**config.mk**
```make
export PLATFORM = sky130hd
export DESIGN_NAME = brc_bank67
export DESIGN_NICKNAME = d
export VERILOG_FILES = /design/src/brc_pkg.sv /design/src/brc_bank67.sv
export SDC_FILE = /design/constraint.sdc
export NUM_CORES = 1
export LEC_CHECK = 0
export ABC_AREA = 1
export BUFFER_PORTS_ARGS = -buffer_cell sky130_fd_sc_hd__buf_2
export CORE_ASPECT_RATIO = 2
export CORE_MARGIN = 4
export CORE_UTILIZATION = 52
export CTS_CLUSTER_SIZE = 25
export DETAILED_ROUTE_END_ITERATION = 6
export PLACE_DENSITY = 0.76
export RECOVER_POWER = 100
export SLEW_MARGIN = 30
export SYNTH_ARGS = -nofsm -noshare
export SYNTH_HDL_FRONTEND = slang
export SYNTH_SLANG_ARGS = --single-unit
```
**constraint.sdc**
```tcl
create_clock -name sys_clk -period 8.9 [get_ports sys_clk]
set_input_delay 0.89 -clock sys_clk [delete_from_list [all_inputs] [get_ports sys_clk]]
set_output_delay 0.89 -clock sys_clk [all_outputs]
set_load 0.02 [all_outputs]
```
**src/brc_pkg.sv**
```systemverilog
// Package for the bank 6/7 configuration and refresh block.
// Assumes one bus clock for registers, timing and refresh.
package brc_pkg;

    ////////////////////////////////////////////////////////////////
    // Register byte addresses
    localparam logic [31:0] BANK6_OFS = 32'h01c8001c;
    localparam logic [31:0] BANK7_OFS = 32'h01c80020;
    localparam logic [31:0] RFSH_OFS  = 32'h01c80024;
    localparam logic [31:0] SIZE_OFS  = 32'h01c80028;

    ////////////////////////////////////////////////////////////////
    // Reset values and writable masks
    localparam logic [31:0] BANK_RST  = 32'h00018008;
    localparam logic [31:0] RFSH_RST  = 32'h00ac0000;
    localparam logic [31:0] SIZE_RST  = 32'h00000000;
    localparam logic [31:0] BANK_MASK = 32'h0001ffff;
    localparam logic [31:0] RFSH_MASK = 32'h00ff07ff;
    localparam logic [31:0] SIZE_MASK = 32'h00000017;

    ////////////////////////////////////////////////////////////////
    // Field positions
    localparam int MT_LSB    = 15;
    localparam int TACS_LSB  = 13;
    localparam int TCOS_LSB  = 11;
    localparam int TACC_LSB  = 8;
    localparam int TOCH_LSB  = 6;
    localparam int TCAH_LSB  = 4;
    localparam int TPAC_LSB  = 2;
    localparam int PAGE_LSB  = 0;
    localparam int DTRCD_LSB = 4;
    localparam int TCAS_BIT  = 3;
    localparam int TCP_BIT   = 2;
    localparam int STRCD_LSB = 2;
    localparam int COL_LSB   = 0;
    localparam int RF_ON_BIT = 23;
    localparam int RF_SELF   = 22;
    localparam int TRP_LSB   = 20;
    localparam int TRC_LSB   = 18;
    localparam int TCHR_LSB  = 16;
    localparam int RCNT_LSB  = 0;
    localparam int RCNT_W    = 11;
    localparam int GATE_BIT  = 4;
    localparam int MAP_LSB   = 0;

    ////////////////////////////////////////////////////////////////
    // Memory types and timing base
    localparam logic [1:0] MT_STATIC_ROM_OR_RAM  = 2'h0;
    localparam logic [1:0] MT_FPDR  = 2'h1;
    localparam logic [1:0] MT_EDO   = 2'h2;
    localparam logic [1:0] MT_SDRAM = 2'h3;
    localparam int RFSH_BASE = 2049;

    // Decoded timing of one bank, counts in bus clocks except page_run_length and col_bits
    typedef struct packed {
        logic [1:0] mem_type;
        logic [2:0] addr_setup;
        logic [2:0] cs_to_oe;
        logic [3:0] access_clk;
        logic [2:0] cs_hold;
        logic [2:0] addr_hold;
        logic [2:0] page_clk;
        logic [4:0] page_run_length;
        logic [2:0] row_to_col;
        logic [1:0] col_pulse;
        logic [1:0] col_precharge;
        logic [3:0] col_bits;
    } brc_bank_t;

    // Refresh pin levels
    typedef struct packed {
        logic row_strobe_n;
        logic col_strobe_n;
        logic clock_enable;
    } brc_pins_t;

endpackage : brc_pkg

```
**src/brc_bank67.sv**
```systemverilog
// Bank 6/7 configuration, refresh generator and clock gate control.
// Assumes an AHB-Lite master and a memory sequencer on sys_clk.
//
// Notes on behaviour
// - Bits 16:15 select bank memory type
// - STATIC_ROM_OR_RAM address setup 0,1,2,4 clocks
// - STATIC_ROM_OR_RAM select to output enable delay
// - STATIC_ROM_OR_RAM access 1..14 clocks, reset 000
// - STATIC_ROM_OR_RAM select hold after output enable
// - STATIC_ROM_OR_RAM address hold after select
// - STATIC_ROM_OR_RAM page cycle 2,3,4,6 clocks
// - STATIC_ROM_OR_RAM page runs of 1,4,8,16
// - DRAM row to column delay 1..4
// - DRAM column pulse and precharge width
// - DRAM column bits 8 to 11
// - SDRAM row to column 2..5 clocks
// - SDRAM column bits 8 to 11
// - Bit 23 enables refresh, reset on
// - Bit 22 selects self refresh mode
// - Row precharge time per memory kind
// - SDRAM row cycle 4..7 clocks
// - DRAM column hold during refresh
// - Refresh every 2049 minus count clocks
// - Gate SDRAM clock outside accesses and refreshes
// - Equal upper bank size map
// - All counts in bus clocks except page run length and column bits
//
// Chosen here: the AHB-Lite register port.
module brc_bank67 (
    // Clock and reset
    input  wire logic              sys_clk,
    input  wire logic              arst_n,
    // AHB-Lite slave
    input  wire logic              hsel,
    input  wire logic [31:0]       haddr,
    input  wire logic [1:0]        htrans,
    input  wire logic              hwrite,
    input  wire logic [2:0]        hsize,
    input  wire logic [31:0]       hwdata,
    input  wire logic              hready,
    output logic                   hreadyout,
    output logic                   hresp,
    output logic [31:0]            hrdata,
    // Memory sequencer
    input  wire logic              access_busy,
    input  wire logic              sdram_access,
    output brc_pkg::brc_bank_t     bank6_timing,
    output brc_pkg::brc_bank_t     bank7_timing,
    output logic [5:0]             upper_bank_size_mb,
    output logic                   refresh_busy,
    // Memory pins
    output brc_pkg::brc_pins_t     refresh_pins,
    output logic                   sdram_clk_en
);

    ////////////////////////////////////////////////////////////////
    // Reset release
    logic rst_q1_r;
    logic rst_n;

    always_ff @(posedge sys_clk or negedge arst_n) begin
        if (!arst_n) begin
            rst_q1_r <= 1'b0;
            rst_n    <= 1'b0;
        end else begin
            rst_q1_r <= 1'b1;
            rst_n    <= rst_q1_r;
        end
    end

    ////////////////////////////////////////////////////////////////
    // Bus slave
    logic [31:0] bank6_r;
    logic [31:0] bank7_r;
    logic [31:0] rfsh_r;
    logic [31:0] size_r;
    logic [31:0] addr_r;
    logic        wr_pend_r;
    logic        rd_pend_r;
    logic        rd_wait_r;
    logic [31:0] rd_val;
    logic        take;

    assign take = hsel && htrans[1] && hready;

    always_ff @(posedge sys_clk or negedge rst_n) begin
        if (!rst_n) begin
            addr_r    <= 32'h0;
            wr_pend_r <= 1'b0;
            rd_pend_r <= 1'b0;
        end else if (hready) begin
            addr_r    <= haddr;
            wr_pend_r <= take && hwrite;
            rd_pend_r <= take && !hwrite;
        end
    end

    // Reads take one wait state so hrdata can be registered from rd_val
    always_ff @(posedge sys_clk or negedge rst_n) begin
        if (!rst_n) begin
            rd_wait_r <= 1'b0;
        end else begin
            rd_wait_r <= hready && take && !hwrite;
        end
    end

    assign hreadyout = !rd_wait_r;
    assign hresp     = 1'b0;

    always_comb begin
        rd_val = 32'h0;
        if (addr_r == brc_pkg::BANK6_OFS) begin
            rd_val = bank6_r;
        end else if (addr_r == brc_pkg::BANK7_OFS) begin
            rd_val = bank7_r;
        end else if (addr_r == brc_pkg::RFSH_OFS) begin
            rd_val = rfsh_r;
        end else if (addr_r == brc_pkg::SIZE_OFS) begin
            rd_val = size_r;
        end
    end

    always_ff @(posedge sys_clk or negedge rst_n) begin
        if (!rst_n) begin
            hrdata <= 32'h0;
        end else if (rd_wait_r && rd_pend_r) begin
            hrdata <= rd_val;
        end
    end

    always_ff @(posedge sys_clk or negedge rst_n) begin
        if (!rst_n) begin
            bank6_r <= brc_pkg::BANK_RST;
            bank7_r <= brc_pkg::BANK_RST;
            rfsh_r  <= brc_pkg::RFSH_RST;
            size_r  <= brc_pkg::SIZE_RST;
        end else if (wr_pend_r) begin
            if (addr_r == brc_pkg::BANK6_OFS) begin
                bank6_r <= hwdata & brc_pkg::BANK_MASK;
            end else if (addr_r == brc_pkg::BANK7_OFS) begin
                bank7_r <= hwdata & brc_pkg::BANK_MASK;
            end else if (addr_r == brc_pkg::RFSH_OFS) begin
                rfsh_r <= hwdata & brc_pkg::RFSH_MASK;
            end else if (addr_r == brc_pkg::SIZE_OFS) begin
                size_r <= hwdata & brc_pkg::SIZE_MASK;
            end
        end
    end

    ////////////////////////////////////////////////////////////////
    // Field decode
    function automatic logic [2:0] clk0124(input logic [1:0] c);
        clk0124 = (c == 2'h3) ? 3'h4 : {1'b0, c};
    endfunction : clk0124

    function automatic brc_pkg::brc_bank_t decode(input logic [31:0] r);
        logic [1:0] mt;
        logic [2:0] acc;
        logic [1:0] pg;
        mt = r[brc_pkg::MT_LSB +: 2];
        acc = r[brc_pkg::TACC_LSB +: 3];
        pg = r[brc_pkg::PAGE_LSB +: 2];
        decode = '0;
        decode.mem_type = mt;
        if (mt == brc_pkg::MT_STATIC_ROM_OR_RAM) begin
            decode.addr_setup = clk0124(r[brc_pkg::TACS_LSB +: 2]);
            decode.cs_to_oe = clk0124(r[brc_pkg::TCOS_LSB +: 2]);
            case (acc)
                3'h4: decode.access_clk = 4'h6;
                3'h5: decode.access_clk = 4'h8;
                3'h6: decode.access_clk = 4'ha;
                3'h7: decode.access_clk = 4'he;
                default: decode.access_clk = {1'b0, acc} + 4'h1;
            endcase
            decode.cs_hold = clk0124(r[brc_pkg::TOCH_LSB +: 2]);
            decode.addr_hold = clk0124(r[brc_pkg::TCAH_LSB +: 2]);
            decode.page_clk = (r[brc_pkg::TPAC_LSB +: 2] == 2'h3) ? 3'h6
                            : {1'b0, r[brc_pkg::TPAC_LSB +: 2]} + 3'h2;
            decode.page_run_length = (pg == 2'h0) ? 5'h01 : (5'h02 << pg);
        end else if (mt == brc_pkg::MT_SDRAM) begin
            decode.row_to_col = {1'b0, r[brc_pkg::STRCD_LSB +: 2]} + 3'h2;
            decode.col_bits = {2'h0, r[brc_pkg::COL_LSB +: 2]} + 4'h8;
        end else begin
            decode.row_to_col = {1'b0, r[brc_pkg::DTRCD_LSB +: 2]} + 3'h1;
            decode.col_pulse = r[brc_pkg::TCAS_BIT] ? 2'h2 : 2'h1;
            decode.col_precharge = r[brc_pkg::TCP_BIT] ? 2'h2 : 2'h1;
            decode.col_bits = {2'h0, r[brc_pkg::COL_LSB +: 2]} + 4'h8;
        end
    endfunction : decode

    ////////////////////////////////////////////////////////////////
    // Timing outputs, refreshed only between accesses
    logic [2:0] map_code;
    logic       idle_rf;

    assign map_code = size_r[brc_pkg::MAP_LSB +: 3];

    always_ff @(posedge sys_clk or negedge rst_n) begin
        if (!rst_n) begin
            bank6_timing       <= '0;
            bank7_timing       <= '0;
            upper_bank_size_mb <= 6'h0;
        end else if (!access_busy && idle_rf) begin
            bank6_timing <= decode(bank6_r);
            bank7_timing <= decode(bank7_r);
            case (map_code)
                3'h4: upper_bank_size_mb <= 6'h02;
                3'h5: upper_bank_size_mb <= 6'h04;
                3'h6: upper_bank_size_mb <= 6'h08;
                3'h7: upper_bank_size_mb <= 6'h10;
                default: upper_bank_size_mb <= 6'h20;
            endcase
        end
    end

    ////////////////////////////////////////////////////////////////
    // Refresh interval
    logic [1:0]  mt6;
    logic [1:0]  mt7;
    logic        any_dram;
    logic        any_sd;
    logic        rf_on;
    logic        rf_self;
    logic [11:0] period;
    logic [11:0] tick_cnt_r;
    logic        tick;

    assign mt6      = bank6_r[brc_pkg::MT_LSB +: 2];
    assign mt7      = bank7_r[brc_pkg::MT_LSB +: 2];
    // mixed DRAM and SDRAM not handled
    assign any_sd   = (mt6 == brc_pkg::MT_SDRAM) || (mt7 == brc_pkg::MT_SDRAM);
    assign any_dram = (mt6 != brc_pkg::MT_STATIC_ROM_OR_RAM) || (mt7 != brc_pkg::MT_STATIC_ROM_OR_RAM);
    assign rf_on    = rfsh_r[brc_pkg::RF_ON_BIT] && any_dram;
    assign rf_self  = rfsh_r[brc_pkg::RF_SELF];
    assign period   = 12'(brc_pkg::RFSH_BASE)
                    - {1'b0, rfsh_r[brc_pkg::RCNT_LSB +: brc_pkg::RCNT_W]};
    assign tick     = rf_on && !rf_self && (tick_cnt_r == 12'h0);

    always_ff @(posedge sys_clk or negedge rst_n) begin
        if (!rst_n) begin
            tick_cnt_r <= 12'h0;
        end else if (!rf_on || rf_self || tick_cnt_r == 12'h0) begin
            tick_cnt_r <= period - 12'h1;
        end else begin
            tick_cnt_r <= tick_cnt_r - 12'h1;
        end
    end

    ////////////////////////////////////////////////////////////////
    // Refresh sequencer
    typedef enum logic [2:0] {RF_IDLE, RF_CAS, RF_RAS, RF_PRE, RF_SLEEP} brc_rf_t;

    brc_rf_t   state_r;
    brc_rf_t   state_nxt;
    logic [2:0] cnt_r;
    logic [2:0] cnt_nxt;
    logic [2:0] trp_clk;
    logic [2:0] trc_clk;
    logic [2:0] tchr_clk;

    assign trp_clk  = any_sd
                    ? ((rfsh_r[brc_pkg::TRP_LSB +: 2] == 2'h3) ? 3'h4
                       : {1'b0, rfsh_r[brc_pkg::TRP_LSB +: 2]} + 3'h2)
                    : {1'b0, rfsh_r[brc_pkg::TRP_LSB +: 2]} + 3'h2;
    assign trc_clk  = {1'b0, rfsh_r[brc_pkg::TRC_LSB +: 2]} + 3'h4;
    assign tchr_clk = {1'b0, rfsh_r[brc_pkg::TCHR_LSB +: 2]} + 3'h1;
    assign idle_rf  = (state_r == RF_IDLE);

    always_comb begin
        state_nxt = state_r;
        cnt_nxt   = (cnt_r == 3'h0) ? 3'h0 : cnt_r - 3'h1;
        case (state_r)
            RF_IDLE: begin
                if (rf_on && rf_self && !access_busy) begin
                    state_nxt = RF_SLEEP;
                end else if (tick && !access_busy) begin
                    state_nxt = any_sd ? RF_RAS : RF_CAS;
                    cnt_nxt   = any_sd ? 3'h0 : 3'h0;
                end
            end
            RF_CAS: begin
                state_nxt = RF_RAS;
                cnt_nxt   = tchr_clk - 3'h1;
            end
            RF_RAS: begin
                if (cnt_r == 3'h0) begin
                    state_nxt = RF_PRE;
                    cnt_nxt   = any_sd ? trc_clk - 3'h2 : trp_clk - 3'h1;
                end
            end
            RF_PRE: begin
                if (cnt_r == 3'h0) begin
                    state_nxt = RF_IDLE;
                end
            end
            RF_SLEEP: begin
                if (!rf_on || !rf_self) begin
                    state_nxt = RF_PRE;
                    cnt_nxt   = trp_clk - 3'h1;
                end
            end
            default: begin
                state_nxt = RF_IDLE;
            end
        endcase
    end

    always_ff @(posedge sys_clk or negedge rst_n) begin
        if (!rst_n) begin
            state_r <= RF_IDLE;
            cnt_r   <= 3'h0;
        end else begin
            state_r <= state_nxt;
            cnt_r   <= cnt_nxt;
        end
    end

    // Pins registered from the next state to avoid glitches
    always_ff @(posedge sys_clk or negedge rst_n) begin
        if (!rst_n) begin
            refresh_pins <= '{1'b1, 1'b1, 1'b1};
        end else begin
            refresh_pins.col_strobe_n <= !(state_nxt == RF_CAS
                                        || state_nxt == RF_RAS
                                        || state_nxt == RF_SLEEP);
            refresh_pins.row_strobe_n <= !(state_nxt == RF_RAS
                                        || state_nxt == RF_SLEEP);
            // held low while SDRAM self refreshes
            refresh_pins.clock_enable <= !(any_sd && state_nxt == RF_SLEEP);
        end
    end

    assign refresh_busy = !idle_rf;

    ////////////////////////////////////////////////////////////////
    // SDRAM clock gate
    always_ff @(posedge sys_clk or negedge rst_n) begin
        if (!rst_n) begin
            sdram_clk_en <= 1'b1;
        end else begin
            sdram_clk_en <= !size_r[brc_pkg::GATE_BIT] || sdram_access
                         || (state_nxt != RF_IDLE && state_nxt != RF_SLEEP);
        end
    end

endmodule : brc_bank67

```
**After elaboration in Yosys (flattened, before gate mapping)**

Cells that the tools add are included.

- Logic and storage cells: 201
- Flip-flop bits (word level): 228

- Equal/unequal tests: 37
- $add $sub $neg: 18
- Muxes and demuxes: 48
- Reductions and logical operators: 50
- Bitwise operators: 3
- Shift-type cells: 2

Operator list:

| cell | number |
|---|---|
| $eq 32x25->1 const B | 4 |
| $mux 24 | 5 |
| $mux 3 | 25 |
| $eq 3x3->1 const B | 14 |
| $pmux 4 s4 | 2 |
| $eq 2x2->1 const B | 13 |
| $pmux 6 s4 | 1 |
| $sub 12x1->12 const B | 2 |
| $mux 11 | 2 |
| $logic_and 1x1->1 | 16 |
| $mux 5 | 3 |
| $pmux 3 s5 | 1 |
| $logic_not 12->1 | 1 |
| $mux 12 | 1 |
| $pmux 3 s4 | 1 |
| $sub 12x11->12 const A | 1 |
| $logic_not 1->1 | 10 |
| $logic_or 1x1->1 | 10 |
| $mux 2 | 5 |
| $shl 2x2->5 const A | 2 |
| $add 2x1->3 const B | 3 |
| $add 2x2->3 const B | 3 |
| $eq 3x2->1 const B | 3 |
| $sub 3x1->3 const B | 3 |
| other kinds (16) | 27 |

**Longest topological paths before layout**

- Depth in word-level cells: 13
- Mapped depth: 13

**Worst setup path before layout**

OpenSTA, ideal clock, no wires.

- Kind: input port to flip-flop
- Start point: input hready
- End point: register addr_r[10]
- Stages: 3
- Arrival: 1.850 ns
- Data required time: 8.775 ns
- Slack: 6.925 ns
- Path through: clkbuf_1 buf_1 mux2_2

RTL lines:

| element | RTL line | RTL |
|---|---|---|
| start, declared | brc_bank67.sv:40 | `input wire logic hready,` |
| end signal, assigned | brc_bank67.sv:92 | `addr_r <= haddr;` |
| end, declared | brc_bank67.sv:77 | `logic [31:0] addr_r;` |

No word-level cell between the ends.

**Worst setup path after layout**

- Start point: register addr_r[28]
- End point: register rfsh_r[16]

- Longest elaborated chain between the ends: 3
- Elaborated cells on any way between the ends: 6
- Classes of those cells: eq/ne (3); bitwise (2); reduce/logical (1)

RTL lines:

| element | RTL line | RTL |
|---|---|---|
| $eq 32x25->1, on equally long branches | brc_bank67.sv:140, brc_bank67.sv:138 |  |
| $not 1->1 (no line) | n/a |  |
| $reduce_and 4->1 (no line) * | n/a |  |
| end signal, assigned | brc_bank67.sv:135 | `rfsh_r <= brc_pkg::RFSH_RST;` |
| end signal, assigned | brc_bank67.sv:143 | `rfsh_r <= hwdata & brc_pkg::RFSH_MASK;` |
| end, declared | brc_bank67.sv:75 | `logic [31:0] rfsh_r;` |

Mark *: on every way between the ends. The rest lies on a longest branch, timed or not.
A chain may end at the register's enable or synchronous reset.

==> impl_metrics.py <==
metrics = {
    "timing": {
        "slew_headroom_pct": -74.0,
        "hold_violations": 0,
        "skew_ps": 16.3,
        "worst_slack_ps": 4720,
        "tns_ps": 0,
        "fmax_mhz": 239,
        "final_max_slew_viol_count": 165,
        "min_period_ps": 4180,
        "tightest_slew_ps": 2610,
        "finalCritPeriodShare_pct": 47.0,
        "setup_viol": 0,
        "rsz0062_at_grt": "no",
    },
    "routing": {
        "drt-initial-drc-count": 454,
        "viasPerCell": 5.26,
        "met3_length_um": 1180,
        "m1WireLength_um": 9150,
        "wire_per_inst_um": 16.9,
        "ant_nets": 0,
        "first_pass_iters": 5,
        "highest_layer": "met5",
        "wirelength_um": 25600,
        "route.vias.total": 7952,
        "met2_length_um": 14000,
        "drc": 0,
    },
    "global_routing": {
        "grt_pass1_vias": 8185,
        "grt-ovfl-total": 0,
        "grt_use_total_pct": 23.9,
        "grt_pass1_wl_um": 41000,
        "grt_start_max_net_pins": 157,
        "antenna_found_initial": 2,
    },
    "pwr": {
        "leakage_nw": 5.76,
        "power_density_nw_per_um2": 183,
        "total_power_mw": 2.06,
        "ir_drop_mv": 0.185,
    },
    "die": {
        "die_area_um2": 21600,
        "coreArea_um2": 18800,
        "die_h_um": 204,
        "initial_core_util_pct": 53.0,
        "rows": 71,
        "die_w_um": 106,
        "io_pins": 195,
    },
    "synthesis": {
        "synth_area_leader_cell": "dfrtp_1",
        "syn_area_um2": 9980,
        "synth_edf_count": 0,
        "synth_seq_cells": 215,
        "syn_inst": 1088,
        "ys.flop_type": "dfrtp_1",
        "synth_top_area_share_pct": 50.4,
        "avgSynthCellArea_um2": 9.17,
        "synth_cell_types": 45,
        "synth_warnings": 0,
        "synth-async-reset-ratio_pct": 100,
        "synth_seq_area_share_pct": 54.1,
        "synth.area.top_cells": "dfrtp_1 50%, nand2_1 12%, dfstp_2 3.7%, inv_1 3.7%, nand3_1 3.0%",
    },
    "worst_setup_path": {
        "critical_path_arrival_ps": 4580,
        "reg2reg_depth": 9,
        "r2r-end": "rfsh_r[16]$_DFFE_PN0P_",
        "crit_path_start_kind": "flip-flop",
        "crit_path_end_kind": "flip-flop",
        "endpoint": "rfsh_r[16]$_DFFE_PN0P_",
        "critical_path_required_ps": 9300,
        "crit-reg2reg-launch": "addr_r[28]$_DFFE_PN0P_",
        "path_class": "flip-flop to flip-flop",
        "rrSetupSlack_ps": 4720,
        "critPathLaunch": "addr_r[28]$_DFFE_PN0P_",
        "crit_fanout": 31,
    },
    "clock_tree": {
        "clock_path_buffers": 3,
        "clk_pin_slew_ps": 70,
        "cts_sinks": 215,
        "ctsResizeCount": 0,
        "cts_hold_buf": 0,
        "cts_max_level": 1,
        "clk_latency_ps": 510,
        "numCtsBuffers": 20,
        "cts_setup_buffers": 0,
        "cts-root-buf": "clkbuf_16",
        "cts_tree": "built",
    },
    "layout": {
        "nNetsFinal": 1340,
        "regArea_um2": 5400,
        "fillers": 1779,
        "area_delta_synth_final_pct": 12.6,
        "multi_input_area_um2": 3700,
        "drive_gt1_share_pct": 12.0,
    },
    "placement": {
        "dp_hpwl_um": 18600,
        "pre_cts_ws_ps": 6480,
        "port-buffer-count": 168,
        "gp_routability_congestion": 0.924,
    },
    "run": {
        "cap_violations": 3,
    },
    "min_path": {
        "hold_class": "primary input to asynchronous set/reset pin",
    },
    "status": {
        "status": "complete, but fails checks",
        "violations": "max-capacitance violations, max-slew violations",
    },
}
## how the worst min path moves through the flow
stage | startpoint | end | slack [ps] | cells past startpoint
final | arst_n | rst_q1_r$_DFF_PN0_ | 170 | 1
after global routing | arst_n | rst_q1_r$_DFF_PN0_ | 160 | 1
after CTS | arst_n | rst_n$_DFF_PN0_ | 160 | 1
after detailed placement | rst_q1_r$_DFF_PN0_ | rst_n$_DFF_PN0_ | 350 | 0
after global placement | rst_q1_r$_DFF_PN0_ | rst_n$_DFF_PN0_ | 340 | 0
after floorplan | rst_q1_r$_DFF_PN0_ | rst_n$_DFF_PN0_ | 330 | 0
## cells in the final DEF, fill, tap and decap left out, types with 9 or more instances in the layout
cell type	instances
clkbuf_16	20
buf_2	61
ha_1	20
dfrtp_1	201
inv_1	102
conb_1	15
dfstp_2	13
o31ai_1	22
mux2_2	23
nor2_1	59
clkbuf_1	111
nand4_1	9
nand2_1	328
o21ai_0	109
nand3_1	60
## cells by family (layout without fill, tap and decap cells)
family | Yosys count | in the layout | synth area share, %
simple gates | 479 | 479 | 20.6
flops | 215 | 215 | 54.1
compound gates | 178 | 178 | 11.3
buf+inv | 159 | 314 | 7.77
mux | 23 | 23 | 2.59
fa+ha+maj | 20 | 20 | 2.51
xor+xnor | 12 | 12 | 1.05
other cells | 2 | 16 | 0.0752
## registers in the layout (all words and copies together) (netlist names)
name and cells:
bank6_timing 35, bank7_timing 35, addr_r 32, hrdata 24
rfsh_r 19, bank6_r 17, bank7_r 17, tick_cnt_r 12
upper_bank_size_mb 5, size_r 4, cnt_r 3, refresh_pins 3
state_r 3, rd_pend_r 1, rd_wait_r 1, rst_n 1
rst_q1_r 1, sdram_clk_en 1, wr_pend_r 1
## metal layers
layer	vias to the layer above	track usage (%)
met2	217	44.8
met1	3844	25.4
li1	3820	-
met3	69	3.57
met5	-	0
met4	2	12.6
## through the flow
step / hold slack (ps) / cell area (µm²) / instances / utilization (%)
after floorplan: 331 / 10000 / 1101 / -
after global placement: 342 / 10900 / 1477 / 57.7
after detailed placement: 346 / 10900 / 1477 / 57.7
after CTS: 158 / 11500 / 1511 / 61.2
after global routing: 161 / 11200 / 1512 / 59.7
final: 166 / 11200 / 1512 / 59.7
## synthesized netlist by cell type (2+ instances only)
cell / instances
o211ai_1: 2
nor3_1: 8
o41ai_1: 5
nand2_1: 320
nand2_4: 5
nand2_2: 7
xor2_1: 8
nand3_1: 60
o31ai_1: 22
buf_6: 11
ha_1: 20
nor2_4: 7
buf_2: 6
dfstp_2: 14
inv_1: 98
nor2_2: 6
conb_1: 2
a21oi_1: 7
buf_1: 2
o21ai_1: 38
mux2_2: 23
o21ai_0: 58
a22o_1: 7
buf_4: 16
dfrtp_1: 201
o21ai_2: 20
clkbuf_1: 14
o22ai_1: 5
a32o_1: 8
nor2_1: 54
nand4_1: 9
xnor2_1: 4
inv_2: 7
a31oi_1: 3
## layout make-up
type	instances	area share [%]
antenna	1	0.0223
clock buffer	29	5.29
clock inverter	5	0.579
inverter	109	3.69
multi-input combinational	727	33.0
sequential	215	48.0
tap	255	2.84
timing repair buffer	171	6.57
## worst max-delay path: stages (launching register included)
cell and delay, ps:
dfrtp_1 360, inv_1 60, nand2_1 50, nor3_1 140, nand2_1 100, nor2_1 1030, nand2_1 520, clkinvlp_2 640
nand2_1 740, o21ai_0 430
## where the power goes
part / switching, mW / leakage, nW / internal (mW)
combinational: 0.104 / 2.85 / 0.0457
clock: 0.374 / 0.327 / 0.495
sequential: 0.0264 / 2.59 / 1.02
total: 0.504 / 5.76 / 1.56
No activity file was read; power rests on OpenSTA's default activity.
